### src/csc_defs.svh
// Constants for the command source combiner: selector codes, profile code, reset values.
// Assumes inclusion by csc_pkg.sv and the design files; holds definitions only.
`ifndef CSC_DEFS_SVH
`define CSC_DEFS_SVH

`define CSC_SEL_TERM 2'h0
`define CSC_SEL_BUS 2'h1
`define CSC_SEL_AND 2'h2
`define CSC_SEL_OR 2'h3
`define CSC_SEL_RESET 2'h3
`define CSC_PROF_NATIVE 2'h1
`define CSC_CMD_RESET 1'h0
`define CSC_BRAKE_RESET 1'h0
`define CSC_SETUP_RESET 3'h1
`define CSC_PRESET_RESET 2'h0
`define CSC_SETUP_SEL_RESET 2'h0
`define CSC_PRESET_GATED 2'h0
`define CSC_SETUP_OFFSET 3'h1

`endif

### src/csc_pkg.sv
// Types for the command source combiner.
// Assumes csc_defs.svh is on the include path.
`include "csc_defs.svh"
package csc_pkg;
	typedef logic [1:0] csc_sel_t;
	typedef struct packed {
		csc_sel_t brake;
		csc_sel_t start;
		csc_sel_t reverse;
		csc_sel_t setup;
		csc_sel_t preset;
	} csc_cfg_t;
	typedef struct packed {
		logic brake_n;
		logic start;
		logic reverse;
		logic [1:0] setup;
		logic [1:0] preset;
	} csc_cmd_t;
endpackage

### src/csc_mux.sv
// One terminal/bus combiner with a registered output.
// Assumes synchronous reset in the core clock domain.
`timescale 1ns/1ps
`include "csc_defs.svh"
module csc_mux #(
	parameter int W = 1,
	parameter logic [W-1:0] RST = '0
) (
	input wire logic i_core_clk,
	input wire logic i_rst,
	input wire logic [1:0] i_sel,
	input wire logic [W-1:0] i_term,
	input wire logic [W-1:0] i_bus,
	output logic [W-1:0] o_val
);
	logic [W-1:0] val_d;

	always_comb begin
		unique case (i_sel)
			`CSC_SEL_TERM: val_d = i_term;
			`CSC_SEL_BUS: val_d = i_bus;
			`CSC_SEL_AND: val_d = i_term & i_bus;
			`CSC_SEL_OR: val_d = i_term | i_bus;
		endcase
	end

	always_ff @(posedge i_core_clk) begin
		if (i_rst) begin
			o_val <= RST;
		end else begin
			o_val <= val_d;
		end
	end
endmodule

### src/csc_top.sv
// Command source combiner: merges terminal and bus commands per two-bit selector.
// Assumes terminal and control-word bits are already synchronous to i_core_clk.
`timescale 1ns/1ps
`include "csc_defs.svh"
module csc_top (
	// Clock and reset
	input wire logic i_core_clk,
	input wire logic i_rst,
	// Configuration
	input wire csc_pkg::csc_cfg_t i_cfg,
	input wire logic i_cfg_load,
	input wire logic [1:0] i_telegram_profile,
	// Command sources
	input wire csc_pkg::csc_cmd_t i_term,
	input wire csc_pkg::csc_cmd_t i_bus,
	// Combined commands and selector readback
	output logic o_dc_brake,
	output logic o_start,
	output logic o_anticlockwise,
	output logic [2:0] o_active_setup,
	output logic [1:0] o_preset_sel,
	output csc_pkg::csc_cfg_t o_cfg
);
	import csc_pkg::*;

	// Selector registers, one per command, and their next values.
	csc_sel_t sel_brake_q;
	csc_sel_t sel_brake_d;
	csc_sel_t sel_start_q;
	csc_sel_t sel_start_d;
	csc_sel_t sel_rev_q;
	csc_sel_t sel_rev_d;
	csc_sel_t sel_setup_q;
	csc_sel_t sel_setup_d;
	csc_sel_t sel_preset_q;
	csc_sel_t sel_preset_d;

	// Active-high request levels and the profile-gated bus preset pair.
	logic term_brake;
	logic bus_brake;
	logic [1:0] bus_preset;

	// Combined setup value and its one-based form.
	logic [1:0] setup_q;
	logic [2:0] setup_d;

	// Every field takes its new code on the one load strobe, so a half-written set
	// never steers the outputs. The load is a data select, not a clock enable.
	always_comb begin
		sel_brake_d = sel_brake_q;
		if (i_cfg_load) begin
			sel_brake_d = i_cfg.brake;
		end
	end

	always_comb begin
		sel_start_d = sel_start_q;
		if (i_cfg_load) begin
			sel_start_d = i_cfg.start;
		end
	end

	always_comb begin
		sel_rev_d = sel_rev_q;
		if (i_cfg_load) begin
			sel_rev_d = i_cfg.reverse;
		end
	end

	always_comb begin
		sel_setup_d = sel_setup_q;
		if (i_cfg_load) begin
			sel_setup_d = i_cfg.setup;
		end
	end

	always_comb begin
		sel_preset_d = sel_preset_q;
		if (i_cfg_load) begin
			sel_preset_d = i_cfg.preset;
		end
	end

	always_ff @(posedge i_core_clk) begin
		if (i_rst) begin
			sel_brake_q <= `CSC_SEL_RESET;
		end else begin
			sel_brake_q <= sel_brake_d;
		end
	end

	always_ff @(posedge i_core_clk) begin
		if (i_rst) begin
			sel_start_q <= `CSC_SEL_RESET;
		end else begin
			sel_start_q <= sel_start_d;
		end
	end

	always_ff @(posedge i_core_clk) begin
		if (i_rst) begin
			sel_rev_q <= `CSC_SEL_RESET;
		end else begin
			sel_rev_q <= sel_rev_d;
		end
	end

	always_ff @(posedge i_core_clk) begin
		if (i_rst) begin
			sel_setup_q <= `CSC_SEL_RESET;
		end else begin
			sel_setup_q <= sel_setup_d;
		end
	end

	always_ff @(posedge i_core_clk) begin
		if (i_rst) begin
			sel_preset_q <= `CSC_SEL_RESET;
		end else begin
			sel_preset_q <= sel_preset_d;
		end
	end

	// The selector readback trails the live selectors by one clock.
	always_ff @(posedge i_core_clk) begin
		if (i_rst) begin
			o_cfg <= {5{`CSC_SEL_RESET}};
		end else begin
			o_cfg.brake <= sel_brake_q;
			o_cfg.start <= sel_start_q;
			o_cfg.reverse <= sel_rev_q;
			o_cfg.setup <= sel_setup_q;
			o_cfg.preset <= sel_preset_q;
		end
	end

	// The brake pin and the brake control bit are active low. Inverting them here lets
	// the shared combiner work on the braking request itself, so AND brakes only when
	// both sources ask and OR brakes as soon as either one asks.
	assign term_brake = ~i_term.brake_n;
	assign bus_brake = ~i_bus.brake_n;

	// Outside the native profile the bus pair reads as zero: OR then falls back to the
	// terminal pair and AND yields preset zero.
	always_comb begin
		if (i_telegram_profile == `CSC_PROF_NATIVE) begin
			bus_preset = i_bus.preset;
		end else begin
			bus_preset = `CSC_PRESET_GATED;
		end
	end

	csc_mux #(
		.W(1),
		.RST(`CSC_BRAKE_RESET)
	) u_brake (
		.i_core_clk(i_core_clk),
		.i_rst(i_rst),
		.i_sel(sel_brake_q),
		.i_term(term_brake),
		.i_bus(bus_brake),
		.o_val(o_dc_brake)
	);

	csc_mux #(
		.W(1),
		.RST(`CSC_CMD_RESET)
	) u_start (
		.i_core_clk(i_core_clk),
		.i_rst(i_rst),
		.i_sel(sel_start_q),
		.i_term(i_term.start),
		.i_bus(i_bus.start),
		.o_val(o_start)
	);

	csc_mux #(
		.W(1),
		.RST(`CSC_CMD_RESET)
	) u_rev (
		.i_core_clk(i_core_clk),
		.i_rst(i_rst),
		.i_sel(sel_rev_q),
		.i_term(i_term.reverse),
		.i_bus(i_bus.reverse),
		.o_val(o_anticlockwise)
	);

	csc_mux #(
		.W(2),
		.RST(`CSC_SETUP_SEL_RESET)
	) u_setup (
		.i_core_clk(i_core_clk),
		.i_rst(i_rst),
		.i_sel(sel_setup_q),
		.i_term(i_term.setup),
		.i_bus(i_bus.setup),
		.o_val(setup_q)
	);

	csc_mux #(
		.W(2),
		.RST(`CSC_PRESET_RESET)
	) u_preset (
		.i_core_clk(i_core_clk),
		.i_rst(i_rst),
		.i_sel(sel_preset_q),
		.i_term(i_term.preset),
		.i_bus(bus_preset),
		.o_val(o_preset_sel)
	);

	// The setup number is one-based to match the operator's view of setups 1 to 4; the
	// extra register costs one clock of latency on this output only.
	always_comb begin
		setup_d = {1'b0, setup_q} + `CSC_SETUP_OFFSET;
	end

	always_ff @(posedge i_core_clk) begin
		if (i_rst) begin
			o_active_setup <= `CSC_SETUP_RESET;
		end else begin
			o_active_setup <= setup_d;
		end
	end
endmodule

### config.mk
export PLATFORM = sky130hd
export DESIGN_NAME = csc_top
export DESIGN_NICKNAME = d
export VERILOG_FILES = /design/src/csc_pkg.sv /design/src/csc_mux.sv /design/src/csc_top.sv
export VERILOG_INCLUDE_DIRS = /design/src
export SDC_FILE = /design/constraint.sdc
export NUM_CORES = 1
export LEC_CHECK = 0
export BUFFER_PORTS_ARGS = -buffer_cell sky130_fd_sc_hd__clkbuf_2
export CAP_MARGIN = 20
export CORE_MARGIN = 2
export CORE_UTILIZATION = 41
export CTS_CLUSTER_DIAMETER = 120
export CTS_CLUSTER_SIZE = 25
export DETAILED_ROUTE_END_ITERATION = 16
export PLACE_DENSITY = 0.83
export SYNTH_ARGS = -nofsm -noshare
export SYNTH_HDL_FRONTEND = slang
export SYNTH_SLANG_ARGS = --single-unit
### constraint.sdc
create_clock -name i_core_clk -period 0.8 [get_ports i_core_clk]
set_clock_uncertainty 0.05 [all_clocks]
set_input_delay 0.08 -clock i_core_clk [delete_from_list [all_inputs] [get_ports i_core_clk]]
set_output_delay 0.08 -clock i_core_clk [all_outputs]
set_load 0.05 [all_outputs]
==> results of run 1 <==
[synth_stat cells (2+ instances only)]
cell,n,area (sq um)
sky130_fd_sc_hd__dfxtp_1,30,601
sky130_fd_sc_hd__nor2b_1,12,75.1
sky130_fd_sc_hd__a211o_1,10,87.6
sky130_fd_sc_hd__o21ai_0,10,50.1
sky130_fd_sc_hd__a21oi_1,7,35.0
sky130_fd_sc_hd__or2_1,7,43.8
sky130_fd_sc_hd__a21o_1,4,30.0
sky130_fd_sc_hd__nand2_1,4,15.0
sky130_fd_sc_hd__nor2_1,4,15.0
sky130_fd_sc_hd__or2_2,3,18.8
sky130_fd_sc_hd__and2_1,2,12.5
sky130_fd_sc_hd__and3b_1,2,17.5
sky130_fd_sc_hd__clkbuf_1,2,7.51
sky130_fd_sc_hd__nand2b_1,2,12.5
[metal layers]
layer | wire [um] | part of all wire (%) | vias up
met5 | 0 | 0 | -
met4 | 33 | 1.4 | 0
met3 | 137 | 5.6 | 4
met2 | 1420 | 58 | 29
met1 | 855 | 35 | 440
li1 | - | - | 472
[cell type report]
cell class | count | area (sq um) | area share, %
Sequential cell | 30 | 648 | 35.6
Multi-Input combinational cell | 69 | 537 | 29.5
Inverter | 1 | 3.75 | 0.206
Tap cell | 30 | 37.5 | 2.06
Clock inverter | 1 | 5.00 | 0.275
Timing Repair Buffer | 57 | 536 | 29.4
Clock buffer | 7 | 55.1 | 3.02
[power groups by stage]
stage	Combinational (mW)	Sequential (mW)	Clock, mW
after global routing	0.802	1.71	1.02
after detailed placement	0.545	1.68	0
after global placement	0.531	1.67	0
final	0.759	1.70	0.933
after floorplan	0.178	1.87	0
after CTS	0.680	1.68	0.939
[worst min-delay path by stage]
| stage | cells past startpoint | end | slack [ns] | from |
|---|---|---|---|---|
| floorplan | 1 | sel_preset_q[1] | 0.15 | i_cfg[1] |
| global placement | 2 | sel_preset_q[1] | 0.24 | i_cfg[1] |
| detailed placement | 2 | sel_preset_q[1] | 0.24 | i_cfg[1] |
| CTS | 2 | sel_setup_q[0] | -0.1 | i_cfg[2] |
| global route | 2 | sel_preset_q[0] | -0.11 | i_cfg[0] |
| finish | 2 | sel_rev_q[0] | -0.09 | i_cfg[4] |
[flip-flops by register name, indices dropped and copies added, names as in the netlist]
register and flops:
o_active_setup 3, o_cfg 10, u_setup.o_val 2, sel_setup_q 2
sel_brake_q 2, u_brake.o_val 1, u_rev.o_val 1, u_start.o_val 1
sel_preset_q 2, u_preset.o_val 2, sel_rev_q 2, sel_start_q 2
[cell usage in the layout, fill, tap and decap left out, types with 2 or more instances in the layout]
| master | instances |
|---|---|
| sky130_fd_sc_hd__and3b_1 | 2 |
| sky130_fd_sc_hd__clkbuf_4 | 5 |
| sky130_fd_sc_hd__nor2b_1 | 5 |
| sky130_fd_sc_hd__a21o_1 | 4 |
| sky130_fd_sc_hd__nor2b_4 | 7 |
| sky130_fd_sc_hd__dlygate4sd3_1 | 7 |
| sky130_fd_sc_hd__clkbuf_2 | 28 |
| sky130_fd_sc_hd__buf_8 | 18 |
| sky130_fd_sc_hd__or2_1 | 7 |
| sky130_fd_sc_hd__buf_4 | 2 |
| sky130_fd_sc_hd__nand2b_1 | 2 |
| sky130_fd_sc_hd__a211o_1 | 10 |
| sky130_fd_sc_hd__dfxtp_2 | 26 |
| sky130_fd_sc_hd__nand2_1 | 4 |
| sky130_fd_sc_hd__nor2_2 | 2 |
| sky130_fd_sc_hd__buf_12 | 2 |
| sky130_fd_sc_hd__o21ai_0 | 2 |
| sky130_fd_sc_hd__and2_4 | 2 |
| sky130_fd_sc_hd__o21ai_1 | 5 |
| sky130_fd_sc_hd__o21ai_2 | 3 |
| sky130_fd_sc_hd__or2_2 | 2 |
| sky130_fd_sc_hd__a21oi_2 | 2 |
| sky130_fd_sc_hd__a21oi_1 | 5 |
| sky130_fd_sc_hd__dfxtp_4 | 4 |
[through the flow]
| stage | instance area, sq um | hold WS, ns | setup TNS, ns | util, % |
|---|---|---|---|---|
| after floorplan | 1080 | 0.148 | -0.0616 | - |
| after global placement | 1360 | 0.237 | -0.166 | 55.1 |
| after detailed placement | 1360 | 0.242 | -0.492 | 55.1 |
| after CTS | 1720 | -0.0982 | -3.35 | 69.4 |
| after global routing | 1820 | -0.106 | -4.12 | 73.5 |
| final | 1820 | -0.0943 | -3.02 | 73.5 |
[logic make-up (layout without fill, tap and decap cells)]
kind of cell	Yosys count	in the layout	synth area share (%)
AND/OR/NAND/NOR	37	37	20.2
AO/OA/AOI/OAI	31	31	18.8
flip-flops	30	30	55.8
buffers and inverters	6	66	3.95
adder cells (fa/ha/maj)	1	1	1.16
[repair_timing]
action                                 CTS  global route
setup endpoints to repair               36            37
endpoints found under the hold margin   16            10
pin swaps                                3             7
gates resized for setup                 73            45
buffers inserted                         0             0
==> results.txt, run 1 <==
TritonCTS created 5 clock buffers. The logs give 1.46 mm for the post-detailed-placement half-perimeter wirelength and 1080 sq um for the cell area after synthesis. The core footprint was 2480 sq um; the H-tree depth was 2. For this block, the via count after detailed routing is 945. Leaving out filler cells and counting taps, the final layout contains 195. Worst slack on hold paths: -0.0943 ns. The most critical setup path has its startpoint at u_start.o_val. The tool flagged a number of max-cap violations equal to 0. Overall power consumption after layout is estimated at 3.39 mW.

The element type at the critical path start is a register. The number of hold violations in the final report was 11; the sum of buffers and inverters on the critical path was 1. The clock-pin slew reported for the worst setup and hold paths after clock tree synthesis is 0.09 ns, and the top achievable clock speed is 1050 MHz.

The path length in cells of the critical path works out to 1. The tools report the count of routing violations after the opening detailed-route iteration as 21. The tools report the reg-to-reg critical path startpoint as sel_preset_q[1].

The slowest stage of the critical path belongs to the cell sky130_fd_sc_hd__dfxtp_2. The logs give 0 for the count of yosys warnings during synthesis and 29.9% for the met2 track demand over resource in global routing. For this design the static power due to leakage is 0.829 nW. Minimum clock period: 0.951 ns.

Yosys mapped a number of flops with a built-in enable equal to 0. The combined global-route utilization of all metal layers is 16.8%. The cell family contributing the most delay on the critical path is flip-flops. The global routing's busiest layer was met2. The horizontal die dimension is 55.2 um. Dominant synthesized flop cell: sky130_fd_sc_hd__dfxtp_1. The tools report the starting utilization of the core area as 43.4%. Number of I/O port buffers: 46. Clock latency on the worst-skew pair, taken at its later pin, is 0.33 ns. The sequential power share was 50.1%; the critical path data required time was 0.67 ns.

The most critical setup path has its endpoint at o_start. The final reports fail on negative hold slack, negative setup slack. Global routing consumed, on the met1 layer, 16.7% of the routing resources.

The share of synthesized flip-flops with an asynchronous set or reset is 0%. The first detailed-routing pass took 4 iterations. For this run the aggregate overflow at the end of global routing stands at 0.

The tree built by TritonCTS fans out to 30 sinks. The height of the die works out to 55.2 um. Setup slack on the worst reg-to-reg path comes out at -0.08 ns. For the worst setup path, the data arrival time is 0.82 ns.

In this run, placement finished with an instance count of 180. The wire length reported by the detailed router is 2.44 mm. The wire length of the first global-routing pass was 3.92 mm. The mean cell area of the mapped netlist is 10.2 sq um.

Terminus of the critical flop-to-flop path: sel_preset_q[1]. The tools report the cell count after synthesis as 105. Traced cell by cell, the critical path runs through buf_8. The number of nets handed over by synthesis was 135. The run gives 47 as the top-level I/O count. Clock tree synthesis selected as its root buffer the cell sky130_fd_sc_hd__clkbuf_4.

After detailed routing, the average wire length per cell comes to 12.5 um. In this run the power spent charging and discharging nets is 0.962 mW. Pin slew with the least headroom to its limit: 0.151 ns. The run gives 169 as the count of filler cells inserted in the layout. In the final layout, the share of cells above drive strength 1 is 65.5%. The switching share of total power came out at 28.4%. In the final design database the tool counted 194 nets.

Delay contributed by the slowest stage of the critical path: 0.35 ns. The internal power consumption is 2.43 mW. TritonCTS built the clock tree.

The tightest min-delay check is of the primary input to register type. The worst setup path is of the register to primary output kind. The met3 demand-to-capacity share in global routing was 6.79%; the number of inserted diodes was 0. From synthesis to final layout, the design area changed by 69.3%.

The share of total power dissipated in combinational logic is 22.4%. In this run, synthesis produced a sequential element count of 30. The final setup violation count was 33. In the routed design, unresolved DRC markers number 0. Routability-driven placement finished with a final weighted congestion of 0.696. Counting distinct cell types in the post-synthesis netlist gives 20. The worst-case setup margin in the final layout was -0.151 ns; the number of antenna violations at the first check in global routing was 0.

The part of the total power dissipated in the clock network came out at 27.5%. Entering global routing, the biggest net connects 31 pins. Worst slack at placement: -0.0658 ns. The number of buffers inserted for hold repair after clock tree synthesis was 7; the power density of the placed cells was 1860 nW/um^2.

Setup repair after global routing could not meet its margin everywhere. The share of the clock period used by the worst path came out at 119%. For the number of buffers on the longest clock path, the log shows 2. The top fanout value on the critical path was 1.

Of the synthesized area, sequential elements account for 55.8%. The tools report the standard-cell row count as 18. The number of global-route vias before repair came out at 910. The logs give 0 for the max-slew violation count and 3050 sq um for the die area.

STA classifies the critical path endpoint as a primary output. The maximum resistive drop on vdd was 1410 uV; the remaining antenna violation count was 0. The worst relative slew slack came out at 89.9%.

For the worst flop-to-flop path, the logic depth is 2. The flow ran to the end, but the final reports show violations. The detail-routed via count per cell came out at 4.85.
Note: power is estimated with default switching activity, not from simulation.
==> run 2, diff against run 1 <==
Settings changed: RECOVER_POWER set to 100.
==> results.txt, run 2 (same netlist as run 1, synthesis figures left out) <==
For the sequential power share, the log shows 50.1% (about the same). Internal power consumption: 2.43 mW (about the same). Sequence of cells on the critical path: buf_8 (unchanged).

The tools report the terminus of the critical flop-to-flop path as sel_preset_q[1] (unchanged). The power density of the placed cells is 1860 nW/um^2 (about the same). The logs give 43.4% (unchanged) for the starting utilization of the core area and 5 (unchanged) for the total CTS buffers. The H-tree depth is 2 (unchanged), and the wire length reported by the detailed router is 2.44 mm (unchanged). For the wire length of the first global-routing pass, the log shows 3.92 mm (unchanged). The depth of the most critical reg-to-reg path works out to 2 (unchanged). Flip-flop count of the largest register after layout: 10 (unchanged).

The minimum clock period works out to 0.951 ns (unchanged). Worst slack at placement: -0.0658 ns (unchanged). Leading cell types in the layout, fill and taps excluded: sky130_fd_sc_hd__clkbuf_2 (28), sky130_fd_sc_hd__dfxtp_2 (25), sky130_fd_sc_hd__buf_8 (18) (was sky130_fd_sc_hd__clkbuf_2 (28), sky130_fd_sc_hd__dfxtp_2 (26), sky130_fd_sc_hd__buf_8 (18)). The category of the worst setup path capture point was a primary output (unchanged). TritonCTS built the clock tree. For the final RePlAce weighted congestion, the log shows 0.696 (unchanged). The tools report the element type at the critical path start as a register (unchanged).

Largest net degree at the start of global routing: 31 (unchanged). The horizontal die dimension came out at 55.2 um (unchanged). Setup repair after global routing could not meet its margin everywhere. The logs give 1410 uV (about the same) for the maximum resistive drop on vdd and 910 (unchanged) for the number of global-route vias before repair. The max-capacitance violation count is 0 (unchanged), and the standard-cell row count is 18 (unchanged). The top fanout value on the critical path is 1 (unchanged), and the sum of buffers and inverters on the critical path is 1 (unchanged). The run gives 22.4% (about the same) as the proportion of power drawn by combinational gates. The type of the setup path with the least slack is register to primary output (unchanged). The register bank with the most flops was o_cfg (unchanged).

The tools report the worst-case setup margin in the final layout as -0.151 ns (unchanged). The combined global-route utilization of all metal layers was 16.8% (unchanged). The tools report the critical path startpoint as u_start.o_val (unchanged).

Destination of the worst hold path: sel_rev_q[0] (unchanged). The clock insertion delay at the later pin of the skew report was 0.33 ns (about the same); the switching share of total power was 28.4% (about the same). The number of antenna violations at the first check in global routing came out at 0 (unchanged). The part of the total power dissipated in the clock network is 27.5% (about the same), and the count of routing violations after the opening detailed-route iteration is 21 (unchanged). The worst endpoint data arrival time was 0.82 ns (about the same). The switching power of the nets is 0.962 mW (unchanged), and the post-route setup TNS is -3.07 ns (was -3.02 ns).

Final setup violation count: 33 (unchanged). The height of the die was 55.2 um (unchanged). The family with the most delay on the worst path is flip-flops (unchanged). The tools report the sequential standard cell area as 647 sq um (was 648 sq um). The number of hold violations in the final report came out at 11 (unchanged).

The number of buffers on the longest clock path was 2 (unchanged); the share of cells above drive strength 1 was 64.8% (was 65.5%). The total congestion overflow after global routing is 0 (unchanged), and the critical path data required time is 0.67 ns (about the same). The number of buffers inserted for hold repair after clock tree synthesis was 7 (unchanged).

The max-slew violation count was 0 (unchanged). Average routed wire per standard cell: 12.5 um (unchanged). The tools report the buffer type at the clock tree root as sky130_fd_sc_hd__clkbuf_4 (unchanged). Class of the tightest hold or removal check: primary input to register (unchanged). The multi-input logic area is 537 sq um (unchanged), and the clock-pin slew reported for the worst setup and hold paths after clock tree synthesis is 0.09 ns (about the same). The flow ran to the end, but the final reports show violations. The worst relative slew slack is 89.9% (unchanged). Number of instances on the worst hold path: 2 (unchanged). Violated checks: negative hold slack, negative setup slack (unchanged). Worst min-delay path startpoint: i_cfg[4] (unchanged). Most common library cell in the layout ignoring fill and taps: sky130_fd_sc_hd__clkbuf_2 (unchanged).

The run gives 194 (unchanged) as the post-layout net count. Largest registers: o_cfg x10, o_active_setup x3 (unchanged). The reg-to-reg critical path startpoint was sel_preset_q[1] (unchanged).

The delay contributed by the slowest stage of the critical path came out at 0.35 ns (about the same). For the count of filler cells inserted in the layout, the log shows 170 (was 169). The worst slack on hold paths was -0.0943 ns (unchanged); the overall power was 3.39 mW (about the same). The cell type of the slowest stage on the worst timing path is sky130_fd_sc_hd__dfxtp_2 (unchanged). Number of design rule violations left after detail routing: 0 (unchanged). The leakage power total is 0.829 nW (about the same), and the area growth from synthesis to final layout is 69.2% (was 69.3%).

The remaining antenna violation count was 0 (unchanged); the number of I/O port buffers was 46 (unchanged). The detail-routed via count per cell was 4.85 (unchanged); the number of clock sinks was 30 (unchanged). The pin slew with the least headroom to its limit is 0.151 ns (unchanged). The logs give 1050 MHz (unchanged) for the top achievable clock speed and 945 (unchanged) for the total number of vias. The share of the clock period used by the worst path was 119% (unchanged); the die area was 3050 sq um (unchanged). The post-detailed-placement half-perimeter wirelength was 1.46 mm (unchanged); the first-pass detailed-route iteration total was 4 (unchanged). The run gives 2480 sq um (unchanged) as the core footprint.

The setup slack on the worst flop-to-flop path came out at -0.08 ns (about the same). The logs give 0 (unchanged) for the number of inserted diodes and 47 (unchanged) for the top-level I/O count.
run 2: power groups by stage:
stage | clock network [mW] | logic (mW) | registers [mW]
after CTS | 0.939 | 0.680 | 1.68
after floorplan | 0 | 0.178 | 1.87
after detailed placement | 0 | 0.545 | 1.68
after global routing | 1.02 | 0.802 | 1.71
final | 0.933 | 0.759 | 1.70
after global placement | 0 | 0.531 | 1.67
run 2: routing by layer:
metal  share of wire [%]  routed length [um]  global-route usage (%)
met1                  35                 855                    16.7
met2                  58                1420                    29.9
met3                 5.6                 137                    6.79
met4                 1.4                  33                    8.36
met5                   0                   0                       0
run 2: stage by stage:
step | cells | utilization [%] | hold slack, ns | instance area (sq um)
final | 195 | 73.5 | -0.0943 | 1820
after global routing | 195 | 73.5 | -0.106 | 1820
after CTS | 195 | 69.4 | -0.0982 | 1720
after detailed placement | 180 | 55.1 | 0.242 | 1360
after global placement | 180 | 55.1 | 0.237 | 1360
after floorplan | 105 | - | 0.148 | 1080
run 2: layout make-up:
cell class | count | share of cell area (%)
clock inverter | 1 | 0.275
tap | 30 | 2.06
sequential | 30 | 35.5
inverter | 1 | 0.206
clock buffer | 7 | 3.02
multi-input combinational | 69 | 29.5
timing repair buffer | 57 | 29.4
run 2: worst max path at each step:
stage	to	slack, ns	cells past startpoint
3_5_place_dp	u_preset.o_val[0]	-0.07	3
4_1_cts	o_anticlockwise	-0.17	1
6_report	o_start	-0.15	1
2_1_floorplan	o_active_setup[1]	-0.04	2
3_3_place_gp	o_active_setup[1]	-0.03	2
5_1_grt	o_cfg[5]	-0.19	1
run 2: repair_timing:
item | in CTS | in global routing
endpoints found under the hold margin | 16 | 10
cloned | 0 | 0
resized for setup | 73 | 45
pin swaps | 3 | 7
endpoints found under the setup margin | 36 | 37
buffers inserted | 0 | 0
==> run 3, diff against run 2 <==
==> constraint.sdc (replaced) <==
create_clock -name i_core_clk -period 0.8 [get_ports i_core_clk]
set_clock_uncertainty 0.05 [all_clocks]
set_input_delay 0.16 -clock i_core_clk [delete_from_list [all_inputs] [get_ports i_core_clk]]
set_output_delay 0.16 -clock i_core_clk [all_outputs]
set_load 0.05 [all_outputs]
==> results.txt, run 3 (same netlist as run 1, synthesis figures left out) <==
The H-tree depth was 2 (unchanged). The max-capacitance violation count was 0 (unchanged). The top-level I/O count is 47 (unchanged).

The horizontal die dimension works out to 55.2 um (unchanged). The number of inserted diodes is 0 (unchanged), and the area growth from synthesis to final layout is 59.9% (was 69.2%). Worst relative slew slack: 89.4% (was 89.9%).

For the starting utilization of the core area, the log shows 43.4% (unchanged). The maximum resistive drop on vdd was 1520 uV (was 1410 uV); the flip-flop count of the largest register after layout was 10 (unchanged). The element type at the critical path start is a register (unchanged).

The number of design rule violations left after detail routing is 0 (unchanged). The family with the most delay on the worst path was flip-flops (unchanged). The logs give 918 (was 945) for the total number of vias and 1.56 mm (was 1.46 mm) for the post-detailed-placement half-perimeter wirelength. The standard-cell row count was 18 (unchanged); the sum of buffers and inverters on the critical path was 1 (unchanged). Class of the tightest hold or removal check: primary input to register (unchanged).

The first-pass detailed-route iteration total came out at 4 (unchanged). The depth of the most critical reg-to-reg path came out at 2 (unchanged). The pin slew with the least headroom to its limit came out at 0.157 ns (was 0.151 ns). TritonCTS built the clock tree. The detail-routed via count per cell was 4.86 (was 4.85). The count of routing violations after the opening detailed-route iteration is 13 (was 21).

The logs give 1 (was 11) for the number of hold violations in the final report and 0.82 ns (about the same) for the worst endpoint data arrival time. Largest registers: o_cfg x10, o_active_setup x3 (unchanged). The cell type of the slowest stage on the worst timing path is sky130_fd_sc_hd__dfxtp_2 (unchanged). The reg-to-reg critical path startpoint is sel_preset_q[1] (unchanged). Total congestion overflow after global routing: 0 (unchanged).

Top achievable clock speed: 974 MHz (was 1050 MHz). The number of instances on the worst hold path came out at 2 (unchanged). The run gives 0 (unchanged) as the max-slew violation count. The number of clock sinks was 30 (unchanged). The category of the worst setup path capture point was a primary output (unchanged). The terminus of the critical flop-to-flop path is sel_preset_q[1] (unchanged).

The number of antenna violations at the first check in global routing was 0 (unchanged). The buffer type at the clock tree root is sky130_fd_sc_hd__clkbuf_4 (unchanged). Leading cell types in the layout, fill and taps excluded: sky130_fd_sc_hd__clkbuf_2 (28), sky130_fd_sc_hd__dfxtp_2 (22), sky130_fd_sc_hd__buf_8 (17) (was sky130_fd_sc_hd__clkbuf_2 (28), sky130_fd_sc_hd__dfxtp_2 (25), sky130_fd_sc_hd__buf_8 (18)).

The register bank with the most flops was o_cfg (unchanged). The clock-pin slew reported for the worst setup and hold paths after clock tree synthesis was 0.09 ns (about the same); the worst-case setup margin in the final layout was -0.227 ns (was -0.151 ns). The logs give 0.760 (was 0.696) for the final RePlAce weighted congestion and 3050 sq um (unchanged) for the die area.

The average routed wire per standard cell works out to 11.6 um (was 12.5 um). The logs give -0.00547 ns (was -0.0943 ns) for the worst slack on hold paths and 33 (unchanged) for the final setup violation count. Delay contributed by the slowest stage of the critical path: 0.34 ns (was 0.35 ns).

The worst min-delay path startpoint was i_cfg[2] (was i_cfg[4]). The tools report the wire length reported by the detailed router as 2.19 mm (was 2.44 mm). For the clock insertion delay at the later pin of the skew report, the log shows 0.32 ns (was 0.33 ns).

The destination of the worst hold path is sel_setup_q[0] (was sel_rev_q[0]). Setup slack on the worst flop-to-flop path: -0.08 ns (about the same). Total CTS buffers: 5 (unchanged).

The core footprint is 2480 sq um (unchanged), and the power density of the placed cells is 1920 nW/um^2 (was 1860 nW/um^2). The share of the clock period used by the worst path is 128% (was 119%), and the critical path data required time is 0.59 ns (was 0.67 ns). The tools report the number of global-route vias before repair as 780 (was 910). Most common library cell in the layout ignoring fill and taps: sky130_fd_sc_hd__clkbuf_2 (unchanged).

Wire length of the first global-routing pass: 3.27 mm (was 3.92 mm). The height of the die is 55.2 um (unchanged). The flow ran to the end, but the final reports show violations.

Setup repair after global routing could not meet its margin everywhere. Sequence of cells on the critical path: clkbuf_16 (was buf_8). The leakage power total came out at 0.780 nW (was 0.829 nW). The number of buffers on the longest clock path came out at 2 (unchanged). Type of the setup path with the least slack: register to primary output (unchanged). The post-layout net count was 188 (was 194). The number of I/O port buffers works out to 46 (unchanged). The minimum clock period was 1.03 ns (was 0.951 ns). For the worst slack at placement, the log shows -0.129 ns (was -0.0658 ns). Violated checks: negative hold slack, negative setup slack (unchanged). The tools report the remaining antenna violation count as 0 (unchanged). The share of cells above drive strength 1 was 60.4% (was 64.8%); the combined global-route utilization of all metal layers was 13.4% (was 16.8%). The top fanout value on the critical path is 1 (unchanged).

For the overall power, the log shows 3.31 mW (was 3.39 mW). The run gives 30 (was 31) as the largest net degree at the start of global routing.
-- run 3: cell types whose count changed in the layout (fill, tap and decap cells not counted), sizes merged --
cell / before / now
dlygate4sd3: 7 / 0
clkbuf: 35 / 36
-- run 3: timing repair --
| item | in CTS | in global routing |
|---|---|---|
| gates resized for setup | 74 | 32 |
| endpoints found under the hold margin | 1 | 3 |
| endpoints found under the setup margin | 36 | 37 |
| buffers inserted | 1 | 0 |
| pin swaps | 2 | 6 |
-- run 3: area by class of cell --
| cell class | instances | area [sq um] |
|---|---|---|
| fill | 180 | 757 |
| sequential | 30 | 632 |
| multi-input combinational | 69 | 504 |
| timing repair buffer | 51 | 483 |
| clock buffer | 7 | 55.1 |
| tap | 30 | 37.5 |
| clock inverter | 1 | 5.00 |
| inverter | 1 | 3.75 |
-- run 3: metrics by stage --
step | std cells | util (%) | cell area, sq um | hold slack, ns | TNS (ns)
after CTS | 189 | 66.8 | 1650 | -0.00854 | -4.62
after detailed placement | 180 | 55.1 | 1360 | 0.323 | -1.01
after floorplan | 105 | - | 1080 | 0.232 | -0.0615
final | 189 | 69.4 | 1720 | -0.00547 | -4.36
after global placement | 180 | 55.1 | 1360 | 0.320 | -0.611
after global routing | 189 | 69.4 | 1720 | -0.0129 | -5.57
-- run 3: worst max path at each step --
stage,depth (start not counted),slack [ns],startpoint,endpoint
after floorplan,2,-0.04,u_setup.o_val[1],o_active_setup[1]
after global placement,3,-0.05,i_rst,o_cfg[9]
after detailed placement,3,-0.13,sel_setup_q[1],u_setup.o_val[0]
after CTS,1,-0.24,u_preset.o_val[0],o_preset_sel[0]
after global routing,1,-0.26,u_preset.o_val[1],o_preset_sel[1]
final,1,-0.23,u_preset.o_val[1],o_preset_sel[1]
-- run 3: power breakdown --
group	switching, mW	internal, mW	total (mW)
Sequential	0.0833	1.61	1.69
Combinational	0.353	0.365	0.718
Clock	0.473	0.425	0.898
-- run 3: routing by layer --
layer  share of wire, %  track usage (%)  wire (um)  vias up
li1                   -                -          -      466
met1                 39             14.7        851      411
met2                 51             21.6       1120       34
met3                7.2             5.85        158        7
met4                2.6             7.32         58        0
met5                  0                0          0        -
-- run 3: worst register-to-register path: stages, from the launching register on --
cell and delay [ns]:
sky130_fd_sc_hd__dfxtp_1 0.35, sky130_fd_sc_hd__and2b_1 0.16, sky130_fd_sc_hd__a211o_1 0.21
